## src/verilog/ucs_pkg.sv

```systemverilog
// Constants for the serial port control and status register block
package ucs_pkg;
  // ****************
  // Register offsets
  // ****************
  localparam logic [7:0] OFS_CTRL     = 8'h98;
  localparam logic [7:0] OFS_PWR      = 8'h9C;
  localparam logic [7:0] OFS_IRQ_STAT = 8'hA0;
  localparam logic [7:0] OFS_IRQ_CLR  = 8'hA4;
  localparam logic [7:0] OFS_IRQ_EN   = 8'hA8;
  localparam logic [7:0] OFS_BIT_WR   = 8'hAC;

  // ****************
  // Control register bit positions
  // ****************
  localparam int BIT_MODE_HI = 7;
  localparam int BIT_MODE_LO = 6;
  localparam int BIT_MPE     = 5;
  localparam int BIT_REN     = 4;
  localparam int BIT_TB8     = 3;
  localparam int BIT_RB8     = 2;
  localparam int BIT_TI      = 1;
  localparam int BIT_RI      = 0;

  // Power control bits, bit write fields
  localparam int BIT_FSEL    = 0;
  localparam int BIT_DRATE   = 1;
  localparam int BIT_BW_VAL  = 3;

  // ****************
  // Reset values
  // ****************
  localparam logic [7:0] RST_CTRL = 8'h00;
  localparam logic [1:0] RST_PWR  = 2'h0;
  localparam logic [2:0] RST_EN   = 3'h0;

  // ****************
  // Flags: control copies then interrupt status copies
  // ****************
  localparam int NFLAG = 6;
  localparam int FL_TI = 0;
  localparam int FL_RI = 1;
  localparam int FL_FE = 2;
  localparam int ST_TI = 3;
  localparam int ST_RI = 4;
  localparam int ST_FE = 5;

  // ****************
  // Modes and fixed baud divisors
  // ****************
  localparam logic [1:0] MODE_SHIFT = 2'h0;
  localparam logic [1:0] MODE_8BIT  = 2'h1;
  localparam logic [1:0] MODE_9FIX  = 2'h2;
  localparam logic [5:0] DIV_SHIFT  = 6'h06;
  localparam logic [5:0] DIV_SLOW   = 6'h20;
  localparam logic [5:0] DIV_FAST   = 6'h10;
  localparam logic [5:0] DIV_NONE   = 6'h00;
endpackage

```

## src/verilog/ucs_ctrl.sv

```systemverilog
// Serial port control and status register with APB access
// How it works
// - Receiver sets framing error flag when a stop bit is invalid.
// - Framing error flag stays set until software clears it.
// - Bit 7 shows mode high or framing error, chosen by framing select.
// - Mode bits pick shift, 8-bit variable, 9-bit fixed or 9-bit variable.
// - Register holds ninth bits and flags, writable as byte or single bit.
// - Multiprocessor mode drops receive flag when received ninth bit is 0 in 9-bit modes, or stop bit is invalid in 8-bit mode.
// - Transmit flag set at 8th bit end in shift mode, else stop start.
// - Fixed 9-bit rate is clock/16 with double rate, else clock/32.
//
// Register access over APB was decided locally.
`timescale 1ns/1ps
`default_nettype none
module ucs_ctrl (
  input  wire logic        pclk,
  input  wire logic        presetn,
  input  wire logic        psel,
  input  wire logic        penable,
  input  wire logic        pwrite,
  input  wire logic [7:0]  paddr,
  input  wire logic [31:0] pwdata,
  output var  logic [31:0] prdata,
  output var  logic        pready,
  output var  logic        pslverr,
  input  wire logic        rx_done,
  input  wire logic        rx_stop_bit,
  input  wire logic        rx_ninth_in,
  input  wire logic        tx_bit8_end,
  input  wire logic        tx_stop_start,
  input  wire logic        timer_tick,
  output var  logic        mode_select_high,
  output var  logic        mode_select_low,
  output var  logic        multiprocessor_enable,
  output var  logic        rx_enable,
  output var  logic        tx_ninth_bit,
  output var  logic        baud_tick,
  output var  logic        irq
);
  // ****************
  // Bus decode
  // ****************
  logic       setup;
  logic       wr_acc;
  logic       ctrl_wr;
  logic       bit_wr;
  logic       any_wr;
  logic       clr_wr;
  logic [7:0] ctrl_view;
  logic [7:0] bw_val;
  logic [7:0] wval;
  logic [1:0] mode;

  assign setup   = psel & ~penable;
  assign wr_acc  = psel & penable & pready & pwrite;
  assign ctrl_wr = wr_acc & (paddr == ucs_pkg::OFS_CTRL);
  assign bit_wr  = wr_acc & (paddr == ucs_pkg::OFS_BIT_WR);
  assign any_wr  = ctrl_wr | bit_wr;
  assign clr_wr  = wr_acc & (paddr == ucs_pkg::OFS_IRQ_CLR);
  assign mode    = {mode_select_high, mode_select_low};

  // ****************
  // Control register state
  // ****************
  logic             fsel_q;
  logic             fsel_d;
  logic             drate_q;
  logic             drate_d;
  logic             mh_d;
  logic             ml_d;
  logic             mpe_d;
  logic             ren_d;
  logic             tb8_d;
  logic             rb8_q;
  logic             rb8_d;
  logic [2:0]       en_q;
  logic [2:0]       en_d;
  logic             irq_d;
  logic [ucs_pkg::NFLAG-1:0] fl_set;
  logic [ucs_pkg::NFLAG-1:0] fl_wr;
  logic [ucs_pkg::NFLAG-1:0] fl_val;
  logic [ucs_pkg::NFLAG-1:0] fl_q;
  logic             nine_bit;
  logic             rx_drop;
  logic             rx_acc;
  logic             fe_set;
  logic             tx_set;

  assign ctrl_view = {fsel_q ? fl_q[ucs_pkg::FL_FE] : mode_select_high,
                      mode_select_low, multiprocessor_enable, rx_enable,
                      tx_ninth_bit, rb8_q, fl_q[ucs_pkg::FL_TI], fl_q[ucs_pkg::FL_RI]};

  // Single bit write replaces one bit of the current view
  genvar gi;
  generate
    for (gi = 0; gi < 8; gi++) begin : g_bw
      assign bw_val[gi] = (pwdata[2:0] == 3'(gi)) ? pwdata[ucs_pkg::BIT_BW_VAL] : ctrl_view[gi];
    end
  endgenerate

  assign wval = ctrl_wr ? pwdata[7:0] : bw_val;

  // ****************
  // Serial events
  // ****************
  assign nine_bit = mode[1];
  assign rx_drop  = multiprocessor_enable &
                    ((nine_bit & ~rx_ninth_in) | ((mode == ucs_pkg::MODE_8BIT) & ~rx_stop_bit));
  assign rx_acc   = rx_done & rx_enable & ~rx_drop;
  assign fe_set   = rx_done & rx_enable & (mode != ucs_pkg::MODE_SHIFT) & ~rx_stop_bit;
  assign tx_set   = (mode == ucs_pkg::MODE_SHIFT) ? tx_bit8_end : tx_stop_start;

  always_comb begin
    fl_set = '0;
    fl_wr  = '0;
    fl_val = '0;
    fl_set[ucs_pkg::FL_TI] = tx_set;
    fl_set[ucs_pkg::FL_RI] = rx_acc;
    fl_set[ucs_pkg::FL_FE] = fe_set;
    fl_set[ucs_pkg::ST_TI] = tx_set;
    fl_set[ucs_pkg::ST_RI] = rx_acc;
    fl_set[ucs_pkg::ST_FE] = fe_set;
    fl_wr[ucs_pkg::FL_TI]  = any_wr;
    fl_val[ucs_pkg::FL_TI] = wval[ucs_pkg::BIT_TI];
    fl_wr[ucs_pkg::FL_RI]  = any_wr;
    fl_val[ucs_pkg::FL_RI] = wval[ucs_pkg::BIT_RI];
    fl_wr[ucs_pkg::FL_FE]  = any_wr & fsel_q;
    fl_val[ucs_pkg::FL_FE] = wval[ucs_pkg::BIT_MODE_HI];
    fl_wr[ucs_pkg::ST_TI]  = clr_wr & pwdata[0];
    fl_wr[ucs_pkg::ST_RI]  = clr_wr & pwdata[1];
    fl_wr[ucs_pkg::ST_FE]  = clr_wr & pwdata[2];
  end

  generate
    for (gi = 0; gi < ucs_pkg::NFLAG; gi++) begin : g_flag
      ucs_flag u_flag (
        .pclk    (pclk),
        .presetn (presetn),
        .set     (fl_set[gi]),
        .wr      (fl_wr[gi]),
        .wr_val  (fl_val[gi]),
        .q       (fl_q[gi])
      );
    end
  endgenerate

  always_comb begin
    mh_d    = mode_select_high;
    ml_d    = mode_select_low;
    mpe_d   = multiprocessor_enable;
    ren_d   = rx_enable;
    tb8_d   = tx_ninth_bit;
    rb8_d   = rb8_q;
    fsel_d  = fsel_q;
    drate_d = drate_q;
    en_d    = en_q;
    if (any_wr) begin
      if (!fsel_q) begin
        mh_d = wval[ucs_pkg::BIT_MODE_HI];
      end
      ml_d  = wval[ucs_pkg::BIT_MODE_LO];
      mpe_d = wval[ucs_pkg::BIT_MPE];
      ren_d = wval[ucs_pkg::BIT_REN];
      tb8_d = wval[ucs_pkg::BIT_TB8];
      rb8_d = wval[ucs_pkg::BIT_RB8];
    end
    if (rx_acc) begin
      if (nine_bit) begin
        rb8_d = rx_ninth_in;
      end else if (mode == ucs_pkg::MODE_8BIT && !multiprocessor_enable) begin
        rb8_d = rx_stop_bit;
      end
    end
    if (wr_acc && paddr == ucs_pkg::OFS_PWR) begin
      fsel_d  = pwdata[ucs_pkg::BIT_FSEL];
      drate_d = pwdata[ucs_pkg::BIT_DRATE];
    end
    if (wr_acc && paddr == ucs_pkg::OFS_IRQ_EN) begin
      en_d = pwdata[2:0];
    end
    irq_d = |(fl_q[ucs_pkg::ST_FE:ucs_pkg::ST_TI] & en_q);
  end

  always_ff @(posedge pclk or negedge presetn) begin
    if (!presetn) begin
      mode_select_high      <= ucs_pkg::RST_CTRL[ucs_pkg::BIT_MODE_HI];
      mode_select_low       <= ucs_pkg::RST_CTRL[ucs_pkg::BIT_MODE_LO];
      multiprocessor_enable <= ucs_pkg::RST_CTRL[ucs_pkg::BIT_MPE];
      rx_enable             <= ucs_pkg::RST_CTRL[ucs_pkg::BIT_REN];
      tx_ninth_bit          <= ucs_pkg::RST_CTRL[ucs_pkg::BIT_TB8];
      rb8_q                 <= ucs_pkg::RST_CTRL[ucs_pkg::BIT_RB8];
      fsel_q                <= ucs_pkg::RST_PWR[ucs_pkg::BIT_FSEL];
      drate_q               <= ucs_pkg::RST_PWR[ucs_pkg::BIT_DRATE];
      en_q                  <= ucs_pkg::RST_EN;
      irq                   <= 1'b0;
    end else begin
      mode_select_high      <= mh_d;
      mode_select_low       <= ml_d;
      multiprocessor_enable <= mpe_d;
      rx_enable             <= ren_d;
      tx_ninth_bit          <= tb8_d;
      rb8_q                 <= rb8_d;
      fsel_q                <= fsel_d;
      drate_q               <= drate_d;
      en_q                  <= en_d;
      irq                   <= irq_d;
    end
  end

  // ****************
  // APB answer: read data and error captured at setup, ready in access
  // ****************
  logic [31:0] prdata_d;
  logic        pslverr_d;
  logic        pready_d;

  always_comb begin
    prdata_d  = prdata;
    pslverr_d = 1'b0;
    pready_d  = setup;
    if (setup) begin
      prdata_d = 32'h0000_0000;
      unique case (paddr)
        ucs_pkg::OFS_CTRL:     prdata_d[7:0] = ctrl_view;
        ucs_pkg::OFS_PWR:      prdata_d[1:0] = {drate_q, fsel_q};
        ucs_pkg::OFS_IRQ_STAT: prdata_d[2:0] = fl_q[ucs_pkg::ST_FE:ucs_pkg::ST_TI];
        ucs_pkg::OFS_IRQ_EN:   prdata_d[2:0] = en_q;
        ucs_pkg::OFS_IRQ_CLR,
        ucs_pkg::OFS_BIT_WR:   prdata_d = 32'h0000_0000;
        default:               pslverr_d = 1'b1;
      endcase
    end
  end

  always_ff @(posedge pclk or negedge presetn) begin
    if (!presetn) begin
      prdata  <= 32'h0000_0000;
      pslverr <= 1'b0;
      pready  <= 1'b0;
    end else begin
      prdata  <= prdata_d;
      pslverr <= pslverr_d;
      pready  <= pready_d;
    end
  end

  ucs_baud u_baud (
    .pclk        (pclk),
    .presetn     (presetn),
    .mode        (mode),
    .double_rate (drate_q),
    .timer_tick  (timer_tick),
    .tick_q      (baud_tick)
  );
endmodule
`default_nettype wire

```

## src/verilog/ucs_flag.sv

```systemverilog
// Sticky flag with hardware set taking priority over software write
`timescale 1ns/1ps
`default_nettype none
module ucs_flag (
  input  wire logic pclk,
  input  wire logic presetn,
  input  wire logic set,
  input  wire logic wr,
  input  wire logic wr_val,
  output var  logic q
);
  logic q_d;

  always_comb begin
    q_d = q;
    if (set) begin
      q_d = 1'b1;
    end else if (wr) begin
      q_d = wr_val;
    end
  end

  always_ff @(posedge pclk or negedge presetn) begin
    if (!presetn) begin
      q <= 1'b0;
    end else begin
      q <= q_d;
    end
  end
endmodule
`default_nettype wire

```

## src/verilog/ucs_baud.sv

```systemverilog
// Baud tick generator for fixed and timer driven rates
`timescale 1ns/1ps
`default_nettype none
module ucs_baud (
  input  wire logic       pclk,
  input  wire logic       presetn,
  input  wire logic [1:0] mode,
  input  wire logic       double_rate,
  input  wire logic       timer_tick,
  output var  logic       tick_q
);
  logic [5:0] div;
  logic [5:0] cnt_q;
  logic [5:0] cnt_d;
  logic       tick_d;

  always_comb begin
    unique case (mode)
      ucs_pkg::MODE_SHIFT: div = ucs_pkg::DIV_SHIFT;
      ucs_pkg::MODE_9FIX:  div = double_rate ? ucs_pkg::DIV_FAST : ucs_pkg::DIV_SLOW;
      default:             div = ucs_pkg::DIV_NONE;
    endcase
    if (div == ucs_pkg::DIV_NONE) begin
      cnt_d  = 6'h00;
      tick_d = timer_tick;
    end else if (cnt_q >= div - 6'h01) begin
      cnt_d  = 6'h00;
      tick_d = 1'b1;
    end else begin
      cnt_d  = cnt_q + 6'h01;
      tick_d = 1'b0;
    end
  end

  always_ff @(posedge pclk or negedge presetn) begin
    if (!presetn) begin
      cnt_q  <= 6'h00;
      tick_q <= 1'b0;
    end else begin
      cnt_q  <= cnt_d;
      tick_q <= tick_d;
    end
  end
endmodule
`default_nettype wire

```

## config.mk

```make
export PLATFORM = sky130hd
export DESIGN_NAME = ucs_ctrl
export DESIGN_NICKNAME = d
export VERILOG_FILES = /design/src/verilog/ucs_pkg.sv /design/src/verilog/ucs_ctrl.sv /design/src/verilog/ucs_flag.sv /design/src/verilog/ucs_baud.sv
export SDC_FILE = /design/constraint.sdc
export NUM_CORES = 1
export LEC_CHECK = 0
export BUFFER_PORTS_ARGS = -buffer_cell sky130_fd_sc_hd__buf_2
export CORE_UTILIZATION = 50
export CTS_BUF_LIST = sky130_fd_sc_hd__clkbuf_4
export DETAILED_ROUTE_END_ITERATION = 12
export PLACE_DENSITY_LB_ADDON = 0.25
export SYNTH_ARGS = -nofsm -noshare
export SYNTH_HDL_FRONTEND = slang
export SYNTH_SLANG_ARGS = --single-unit
```

## constraint.sdc

```tcl
create_clock -name pclk -period 2.3 [get_ports pclk]
set_input_delay 0.46 -clock pclk [delete_from_list [all_inputs] [get_ports pclk]]
set_output_delay 0.46 -clock pclk [all_outputs]
set_load 0.01 [all_outputs]
```

==> reports/qor.csv, run 1 <==
stage;metric;value;unit
outcome;outcome;finished clean;
clocking;cts_root_buf;clkbuf_4;
die;die_width;69.0;um
clocking;htree_num_levels;2;
clocking;clk_pin_slew;120;ps
die;rows;24;
global_routing;grt_usage;0.222;
setup_path;reg2reg_to;u_baud.tick_q$_DFF_PN0_;
finish;fin_util;0.585;
logic_synthesis;ys_types;58;
setup_path;path_class;register to register;
clocking;clk_latency;340;ps
global_routing;grt_antenna_before_repair;0;
logic_synthesis;syn_area;2250;um^2
global_routing;grt_max_degree;36;
setup_path;critPathArrivalTime;2290;ps
power;p_per_area;563;nW/um^2
setup_path;critPathRequiredTime;2500;ps
sta;max_freq;480;MHz
logic_synthesis;yosysSeqAreaShare;0.390;
die;start_util;0.520;
logic_synthesis;yosys_warnings;0;
logic_synthesis;syn_inst;230;
finish;layout-drive-gt1-share;0.259;
sta;worst_slew_pin_slew;775;ps
finish;area_growth_syn_to_layout;12.5;%
die;ioPinCount;92;
drt;viasPerCell;5.73;
die;coreArea;4320;um^2
finish;final_area;2530;um^2
logic_synthesis;synth_edf_count;0;
global_routing;grt_pass1_wl;8610;um
drt;first_pass_iters;6;
global_routing;overflow;0;
die;die_h;69.0;um
placed_design;placed_area;2450;um^2
drt;drt-initial-drc-count;143;
logic_synthesis;syn_area_per_cell;9.77;um^2
hold_path;hp-class;input port to async pin;
logic_synthesis;ys_async_sr_fraction;1.00;
clocking;cts_made_buffers;5;
logic_synthesis;synth-seq-cells;35;
setup_path;crit_fanout;7;
sta;fin_crit_sh;0.906;
logic_synthesis;synth_top_family_by_area;simple AND/OR/NAND/NOR gates;
setup_path;crit_start;mode_select_low$_DFFE_PN0P_;
setup_path;r2r_start;mode_select_low$_DFFE_PN0P_;
sta;tns;0;ps
clocking;cts.sinks;35;
setup_path;start_kind;register;
sta;hold_viol;0;
sta;clock_skew;14.7;ps
drt;num_vias;1890;
power;p_leak;0.00125;uW
finish;fillers;395;
logic_synthesis;ys.flop_type;dfrtp_1;
setup_path;reg2reg_depth;8;
sta;finalSetupViolCount;0;
logic_synthesis;synth-compound-area-share;0.188;
sta;report.final.slew_viol_count;0;
power;ir_drop;254;uV
logic_synthesis;synth-xor-area-share;0.0195;
logic_synthesis;synthSimpleGateAreaFrac;0.190;
drt;ant_nets;0;
sta;relSlewSlack;0.483;
placed_design;port_buffers;43;
drt;wl;4870;um
drt;route.detailed.drc;0;
finish;finalNetCount;334;
global_routing;grt_pass1_vias;1798;
setup_path;r2r_slack;220;ps
finish;n_antenna_cell;0;
setup_path;end_kind;register;
sta;period_needed;2080;ps
placed_design;place_congestion;0.877;
die;die-area;4770;um^2
placed_design;post-dp-hpwl;3740;um
clocking;cts_tree;done;
clocking;clockBufferDepth;2;
drt;routedWlPerCell;14.8;um
logic_synthesis;synth.area.mux_share;0.0585;
clocking;ctsHoldBuffers;0;
flow_run;drv_cap;0;
logic_synthesis;synthAdderAreaFrac;0.0334;
==> Yosys cell counts, types with 2 or more instances <==
cell type | instances | area, um^2
buf_2 | 2 | 10.0
or3b_1 | 2 | 17.5
a31oi_1 | 3 | 18.8
nand3_1 | 7 | 35.0
a22o_1 | 9 | 78.8
nor4_1 | 2 | 12.5
a21oi_1 | 3 | 15.0
mux2i_1 | 3 | 30.0
nor3_1 | 6 | 30.0
o21ai_1 | 2 | 10.0
and3_1 | 2 | 12.5
o211ai_1 | 2 | 15.0
o21ai_0 | 6 | 30.0
dfrtp_1 | 35 | 876
ha_1 | 6 | 75.1
clkbuf_1 | 5 | 18.8
nand2_1 | 9 | 33.8
xor2_1 | 2 | 17.5
xnor2_1 | 3 | 26.3
nand4_1 | 4 | 25.0
a2111oi_0 | 2 | 17.5
nand3b_1 | 2 | 15.0
a21o_1 | 2 | 15.0
buf_4 | 24 | 180
o31ai_1 | 2 | 15.0
inv_1 | 13 | 48.8
nor2b_1 | 2 | 12.5
nand2b_1 | 5 | 31.3
mux2_2 | 8 | 90.1
nor2_1 | 15 | 56.3
or4_1 | 3 | 22.5
nor3b_1 | 5 | 37.5
a211oi_1 | 2 | 15.0
a32o_1 | 4 | 40.0
o41ai_1 | 5 | 43.8
==> power by group <==
group | switching, uW | internal (uW) | total, uW
clock network | 209 | 224 | 432
logic | 174 | 117 | 291
registers | 38.5 | 663 | 701
==> layout make-up <==
class | count | area (um^2) | share of cell area
clock buffer | 5 | 37.5 | 0.0148
clock inverter | 3 | 38.8 | 0.0153
multi-input combinational | 172 | 1190 | 0.473
inverter | 13 | 48.8 | 0.0193
tap | 52 | 65.1 | 0.0257
timing repair buffer | 50 | 268 | 0.106
sequential | 35 | 876 | 0.346
==> per-stage QoR <==
| step | setup slack, ps | hold WS, ps | instances | power [uW] |
|---|---|---|---|---|
| floorplan | 117 | 164 | 253 | 934 |
| global placement | 257 | 480 | 322 | 990 |
| detailed placement | 242 | 485 | 322 | 998 |
| CTS | 214 | 214 | 330 | 1430 |
| global route | -32.3 | 225 | 330 | 1510 |
| finish | 217 | 186 | 330 | 1420 |
==> critical path: stages, from the launching register on <==
cell      delay (ps)
dfrtp_1          470
nor2_1           170
inv_1             60
ha_1             200
xnor2_1          160
ha_1             260
a211oi_1         310
o21ai_2          180
a21boi_0         150
==> flip-flops by register name, indices dropped and copies added, names as in the netlist <==
name and count:
multiprocessor_enable 1, mode_select_low 1, drate_q 1, mode_select_high 1
tx_ninth_bit 1, u_baud.tick_q 1, pslverr 1, rb8_q 1
rx_enable 1, prdata 8, en_q 3, g_flag.u_flag.q 6
pready 1, u_baud.cnt_q 6, fsel_q 1, irq 1
==> kinds of logic after synthesis <==
kind of cell               count (synthesis)
other                                      1
buffers and inverters                     46
xor gates and xnor gates                   5
DFF                                       35
muxes                                     12
and+or+nand+nor                           72
adders and majority gates                  6
AOI/OAI and AO/OA                         53
==> per-layer routing <==
layer / part of all wire / vias up / global-route usage / routed length, um
met4: 0.0057 / 0 / 0.0454 / 28
met5: 0 / - / 0 / 0
met2: 0.45 / 86 / 0.345 / 2210
met3: 0.061 / 2 / 0.0512 / 295
li1: - / 909 / - / -
met1: 0.48 / 893 / 0.318 / 2330
==> placed cells by master, fill, tap and decap left out, types with 6 or more instances in the layout <==
| cell type | instances |
|---|---|
| conb_1 | 24 |
| nand3_1 | 7 |
| mux2_2 | 8 |
| a22o_1 | 9 |
| buf_4 | 7 |
| o21ai_0 | 6 |
| buf_2 | 43 |
| nor2_1 | 15 |
| dfrtp_1 | 35 |
| inv_1 | 13 |
| nor3_1 | 6 |
| ha_1 | 6 |
| nand2_1 | 9 |
==> how the worst max path moves through the flow <==
stage | end | slack [ps]
after floorplan | u_baud.tick_q$_DFF_PN0_ | 120
after global placement | u_baud.tick_q$_DFF_PN0_ | 260
after detailed placement | u_baud.tick_q$_DFF_PN0_ | 240
after CTS | u_baud.tick_q$_DFF_PN0_ | 210
after global routing | u_baud.tick_q$_DFF_PN0_ | -30
final | u_baud.tick_q$_DFF_PN0_ | 220
==> timing repair <==
action / in CTS / in global routing
endpoints found under the setup margin: 0 / 1
resized for setup: 0 / 1
hold endpoints to repair: 0 / 0
buffers inserted: 0 / 0
Power figures use the tool's default switching activity.
==> run 2, diff against run 1 <==
--- a/config.mk
+++ b/config.mk
@@ -9,7 +9,7 @@
 export CORE_UTILIZATION = 50
 export CTS_BUF_LIST = sky130_fd_sc_hd__clkbuf_4
 export DETAILED_ROUTE_END_ITERATION = 12
-export PLACE_DENSITY_LB_ADDON = 0.25
+export PLACE_DENSITY = 0.91
 export SYNTH_ARGS = -nofsm -noshare
 export SYNTH_HDL_FRONTEND = slang
 export SYNTH_SLANG_ARGS = --single-unit
==> reports/qor.csv, run 2 (synthesis results as in run 1) <==
stage;metric;value;unit;change
global_routing;grt_antenna_before_repair;0;;unchanged
setup_path;reg2reg_to;u_baud.tick_q$_DFF_PN0_;;
drt;ant_nets;0;;unchanged
finish;largest_reg_flops;8;;unchanged
finish;final_area;2480;um^2;-2.1%
finish;finalNetCount;330;;-1.2%
setup_path;crit_fanout;9;;+2
sta;hold_viol;0;;unchanged
die;start_util;0.520;;unchanged
die;rows;24;;unchanged
sta;period_needed;2060;ps;-20.7 ps
setup_path;critPathRequiredTime;2530;ps;+30 ps
die;ioPinCount;92;;unchanged
finish;reg_top3;prdata x8, g_flag.u_flag.q x6, u_baud.cnt_q x6;;
global_routing;overflow;0;;unchanged
sta;grt_setup_unrepaired;false;;
power;p_leak;0.00122;uW;-2.7%
clocking;htree_num_levels;2;;unchanged
setup_path;critPathArrivalTime;2290;ps;about the same
drt;routedWlPerCell;15.9;um;+7.6%
drt;drt-initial-drc-count;170;;+19%
sta;relSlewSlack;0.488;;+0.00483
power;ir_drop;239;uV;-6.0%
placed_design;port_buffers;43;;unchanged
setup_path;path_class;register to register;;
clocking;cts.sinks;35;;unchanged
drt;first_pass_iters;5;;-1
sta;finalSetupViolCount;0;;unchanged
global_routing;grt_usage;0.224;;+0.00170
sta;max_freq;485;MHz;+1.0%
setup_path;reg2reg_depth;8;;unchanged
setup_path;r2r_slack;240;ps;+20 ps
sta;tns;0;ps;unchanged
setup_path;crit_start;mode_select_high$_DFFE_PN0P_;;
die;die_width;69.0;um;unchanged
sta;worst_slew_pin_slew;768;ps;-7.25 ps
global_routing;grt_pass1_wl;8570;um;-0.49%
clocking;ctsHoldBuffers;0;;unchanged
power;p_sw;423;uW;+0.43%
die;coreArea;4320;um^2;unchanged
placed_design;post-dp-hpwl;3880;um;+3.7%
global_routing;grt_max_degree;36;;unchanged
global_routing;grt_pass1_vias;1830;;+1.8%
finish;layout-drive-gt1-share;0.248;;-0.0108
sta;report.final.slew_viol_count;0;;unchanged
clocking;cts_made_buffers;5;;unchanged
power;power_frac_comb;0.225;;+0.021
power;swShare;0.319;;+0.0230
finish;area_growth_syn_to_layout;10.2;%;
power;p_per_area;536;nW/um^2;-4.8%
finish;final_cell_mix;43 x buf_2, 34 x dfrtp_1, 24 x conb_1, 15 x nor2_1, 13 x inv_1;;
power;power.share.clock;0.245;;-0.058
clocking;clk_latency;330;ps;about the same
placed_design;place_congestion;0.890;;+1.6%
drt;num_vias;1944;;+2.9%
drt;viasPerCell;5.96;;+4.1%
clocking;cts_tree;done;;
clocking;clk_pin_slew;100;ps;-20 ps
drt;route.detailed.drc;0;;unchanged
die;die-area;4770;um^2;unchanged
finish;n_antenna_cell;0;;unchanged
setup_path;r2r_start;mode_select_high$_DFFE_PN0P_;;
sta;clock_skew;2.34;ps;-12.3 ps
power;seqPwrFrac;0.530;;+0.038
clocking;clockBufferDepth;2;;unchanged
power;internal-power;905;uW;-9.9%
setup_path;end_kind;register;;
flow_run;drv_cap;0;;unchanged
clocking;cts_root_buf;clkbuf_4;;
drt;wl;5180;um;+6.3%
sta;fin_crit_sh;0.897;;-0.00902
outcome;outcome;finished clean;;
die;die_h;69.0;um;unchanged
hold_path;hp-class;input port to async pin;;
setup_path;start_kind;register;;
placed_design;placed_area;2420;um^2;-1.2%
finish;final_common_cell;buf_2;;
finish;top_register;prdata;;
==> run 2: stage by stage <==
step	power (uW)	cells	hold WS, ps	worst slack, ps	utilization
global route	1400	326	241	27.5	0.573
detailed placement	1000	318	490	211	0.559
global placement	986	318	475	302	0.559
CTS	1320	326	215	191	0.571
floorplan	934	253	164	117	-
finish	1330	326	190	237	0.573
==> run 2: worst max-delay path, cell delays in order (launching register included) <==
cell,delay [ps]
dfrtp_2,480
nor2_1,170
inv_1,70
ha_1,200
xnor2_1,180
ha_1,260
a211oi_1,280
o21ai_2,160
a21boi_0,150
==> run 2: timing repair <==
item	CTS	global route
endpoints found under the hold margin	0	0
endpoints found under the setup margin	0	1
buffers inserted	0	0
gates resized for setup	0	2
==> run 2: area by class of cell <==
| cell class | count | area (um^2) |
|---|---|---|
| Multi-Input combinational cell | 172 | 1190 |
| Inverter | 13 | 48.8 |
| Clock buffer | 6 | 45.0 |
| Clock inverter | 2 | 7.51 |
| Sequential cell | 35 | 877 |
| Timing Repair Buffer | 46 | 238 |
| Tap cell | 52 | 65.1 |
| Fill cell | 397 | 1850 |
==> run 2: power groups by stage <==
stage | sequential, uW | combinational [uW] | clock, uW
global placement | 711 | 275 | 0
CTS | 703 | 289 | 330
finish | 703 | 298 | 326
detailed placement | 715 | 288 | 0
floorplan | 710 | 224 | 0
global route | 710 | 334 | 358
==> run 2: worst max path at each step <==
stage / endpoint / slack, ps
after floorplan: u_baud.tick_q$_DFF_PN0_ / 120
after global placement: u_baud.tick_q$_DFF_PN0_ / 300
after detailed placement: u_baud.tick_q$_DFF_PN0_ / 210
after CTS: u_baud.tick_q$_DFF_PN0_ / 190
after global routing: u_baud.tick_q$_DFF_PN0_ / 30
final: u_baud.tick_q$_DFF_PN0_ / 240
==> run 2: routing by layer <==
layer  track usage  part of all wire
met2         0.362              0.49
met4         0.104             0.021
met5             0                 0
met1         0.283              0.40
met3        0.0512             0.088
==> run 3, diff against run 2 <==
--- a/config.mk
+++ b/config.mk
@@ -5,11 +5,12 @@
 export SDC_FILE = /design/constraint.sdc
 export NUM_CORES = 1
 export LEC_CHECK = 0
-export BUFFER_PORTS_ARGS = -buffer_cell sky130_fd_sc_hd__buf_2
+export BUFFER_PORTS_ARGS = -buffer_cell sky130_fd_sc_hd__buf_4
 export CORE_UTILIZATION = 50
 export CTS_BUF_LIST = sky130_fd_sc_hd__clkbuf_4
 export DETAILED_ROUTE_END_ITERATION = 12
 export PLACE_DENSITY = 0.91
+export RECOVER_POWER = 25
 export SYNTH_ARGS = -nofsm -noshare
 export SYNTH_HDL_FRONTEND = slang
 export SYNTH_SLANG_ARGS = --single-unit
==> reports/qor.csv, run 3 (synthesis results as in run 1) <==
stage;metric;value;unit;change
sta;worst_slack;156;ps;-81.8 ps
clocking;ctsHoldBuffers;0;;unchanged
finish;multi_input_comb_area;1190;um^2;-0.31%
clocking;clk_latency;340;ps;about the same
global_routing;grt_max_degree;36;;unchanged
setup_path;slowest_stage;dfrtp_1;;
placed_design;dp_slack;206;ps;-5.61 ps
die;ioPinCount;92;;unchanged
sta;fin_crit_sh;0.932;;+0.0356
global_routing;grt_pass1_vias;1793;;-2.0%
power;ir_drop;240;uV;+0.32%
clocking;htree_num_levels;2;;unchanged
clocking;cts_root_buf;clkbuf_4;;
finish;seq_area;876;um^2;-0.14%
drt;routedWlPerCell;15.6;um;-2.0%
setup_path;path_cells;nor2_1 -> inv_1 -> ha_1 -> xnor2_1 -> ha_1 -> a211oi_1 -> o21ai_1 -> a21boi_0;;
finish;n_antenna_cell;0;;unchanged
setup_path;critPathRequiredTime;2520;ps;about the same
placed_design;place_inst;318;;unchanged
setup_path;crit_top_cell;ha_1;;
global_routing;overflow;0;;unchanged
setup_path;slowest_delay;490;ps;about the same
drt;num_vias;1904;;-2.1%
die;start_util;0.520;;unchanged
finish;reg_top3;prdata x8, g_flag.u_flag.q x6, u_baud.cnt_q x6;;
hold_path;hp-class;input port to register;;
sta;period_needed;2140;ps;+81.8 ps
sta;grt_setup_unrepaired;false;;
drt;route.detailed.drc;0;;unchanged
finish;area_growth_syn_to_layout;14.6;%;
outcome;violations;capacitance limit, slew limit;;
setup_path;crit_fanout;9;;unchanged
finish;finalNetCount;330;;unchanged
global_routing;grt_antenna_before_repair;0;;unchanged
setup_path;path_class;register to register;;
global_routing;grt_pass1_wl;8310;um;-3.0%
clocking;cts_tree;done;;
clocking;postCtsSetupBuffers;0;;unchanged
flow_run;drv_cap;1;;+1
die;die_width;69.0;um;unchanged
finish;top_register;prdata;;
power;p_leak;0.00124;uW;+1.8%
clocking;cts.sinks;35;;unchanged
setup_path;end_kind;register;;
clocking;cts_made_buffers;5;;unchanged
finish;fillers;388;;-2.3%
clocking;clockBufferDepth;2;;unchanged
sta;finalSetupViolCount;0;;unchanged
sta;tns;0;ps;unchanged
clocking;clk_pin_slew;110;ps;about the same
clocking;cts_resized;0;;unchanged
sta;max_freq;466;MHz;-3.8%
setup_path;critPathArrivalTime;2360;ps;+70 ps
sta;hold_viol;0;;unchanged
die;die-area;4770;um^2;unchanged
finish;final_common_cell;buf_4;;
sta;worst_slew_pin_slew;1820;ps;+1060 ps
drt;ant_nets;0;;unchanged
drt;first_pass_iters;5;;unchanged
die;coreArea;4320;um^2;unchanged
placed_design;place_congestion;0.892;;+0.15%
placed_design;port_buffers;43;;unchanged
drt;viasPerCell;5.84;;-2.1%
sta;clock_skew;5.72;ps;+3.38 ps
finish;final_cell_mix;45 x buf_4, 35 x dfrtp_1, 24 x conb_1, 15 x nor2_1, 13 x inv_1;;
setup_path;start_kind;register;;
placed_design;post-dp-hpwl;3890;um;+0.24%
finish;largest_reg_flops;8;;unchanged
drt;wl;5070;um;-2.0%
global_routing;grt_usage;0.217;;-0.00722
power;p_per_area;518;nW/um^2;-3.3%
die;rows;24;;unchanged
drt;drt-initial-drc-count;184;;+8.2%
finish;layout-drive-gt1-share;0.245;;-0.00365
finish;stdcell_count;326;;unchanged
sta;report.final.slew_viol_count;36;;+36
sta;relSlewSlack;-0.215;;-0.703
die;die_h;69.0;um;unchanged
outcome;outcome;finished with violations;;
## run 3: cell count changes in the layout (fill, tap and decap cells not counted), moves of 2 or more
| cell | change |
|---|---|
| clkinv_1 | -2 |
| buf_2 | -43 |
| clkinv_2 | +3 |
| buf_4 | +42 |
## run 3: routing by layer
| metal | GRT usage | wire [um] |
|---|---|---|
| met4 | 0.0862 | 95 |
| met1 | 0.276 | 2100 |
| met5 | 0 | 0 |
| met2 | 0.361 | 2480 |
| met3 | 0.0409 | 397 |
## run 3: path summary, 6_finish.rpt
path                                               from                        end  slack, ps  cells after the start
hold / removal                               timer_tick    u_baud.tick_q$_DFF_PN0_        370                      3
max in group asynchronous                       presetn           pready$_DFF_PN0_        650                      1
min in group asynchronous                       presetn   tx_ninth_bit$_DFFE_PN0P_        600                      1
setup / recovery           mode_select_high$_DFFE_PN0P_    u_baud.tick_q$_DFF_PN0_        160                      8
setup reg to reg           mode_select_high$_DFFE_PN0P_    u_baud.tick_q$_DFF_PN0_        160                      8
hold reg to reg               u_baud.cnt_q[0]$_DFF_PN0_  u_baud.cnt_q[0]$_DFF_PN0_        500                      1
## run 3: area by class of cell
class / count / area share
Multi-Input combinational cell: 172 / 0.463
Sequential cell: 35 / 0.340
Timing Repair Buffer: 46 / 0.133
Tap cell: 52 / 0.0253
Inverter: 13 / 0.0190
Clock buffer: 5 / 0.0146
Clock inverter: 3 / 0.00583
## run 3: worst max-delay path, delay by kind of cell (launching register included)
kind                     cells  cell delay (ps)
AO/OA/AOI/OAI                3              630
flip-flops                   1              490
adder cells (fa/ha/maj)      2              480
XOR/XNOR                     1              190
AND/OR/NAND/NOR              1              180
buffers and inverters        1               70
## run 3: per-stage QoR
step	cell area [um^2]	hold WS, ps	power, uW	utilization
CTS	2580	71.7	1330	0.596
global placement	2530	433	1000	0.584
global route	2570	377	1410	0.595
detailed placement	2530	436	1020	0.584
finish	2570	366	1340	0.595
floorplan	2330	164	934	-
## run 3: where the power goes
group	switching, uW	total, uW	internal, uW
clock	212	326	114
combinational	177	305	129
sequential	41.1	704	663
total	430	1340	905
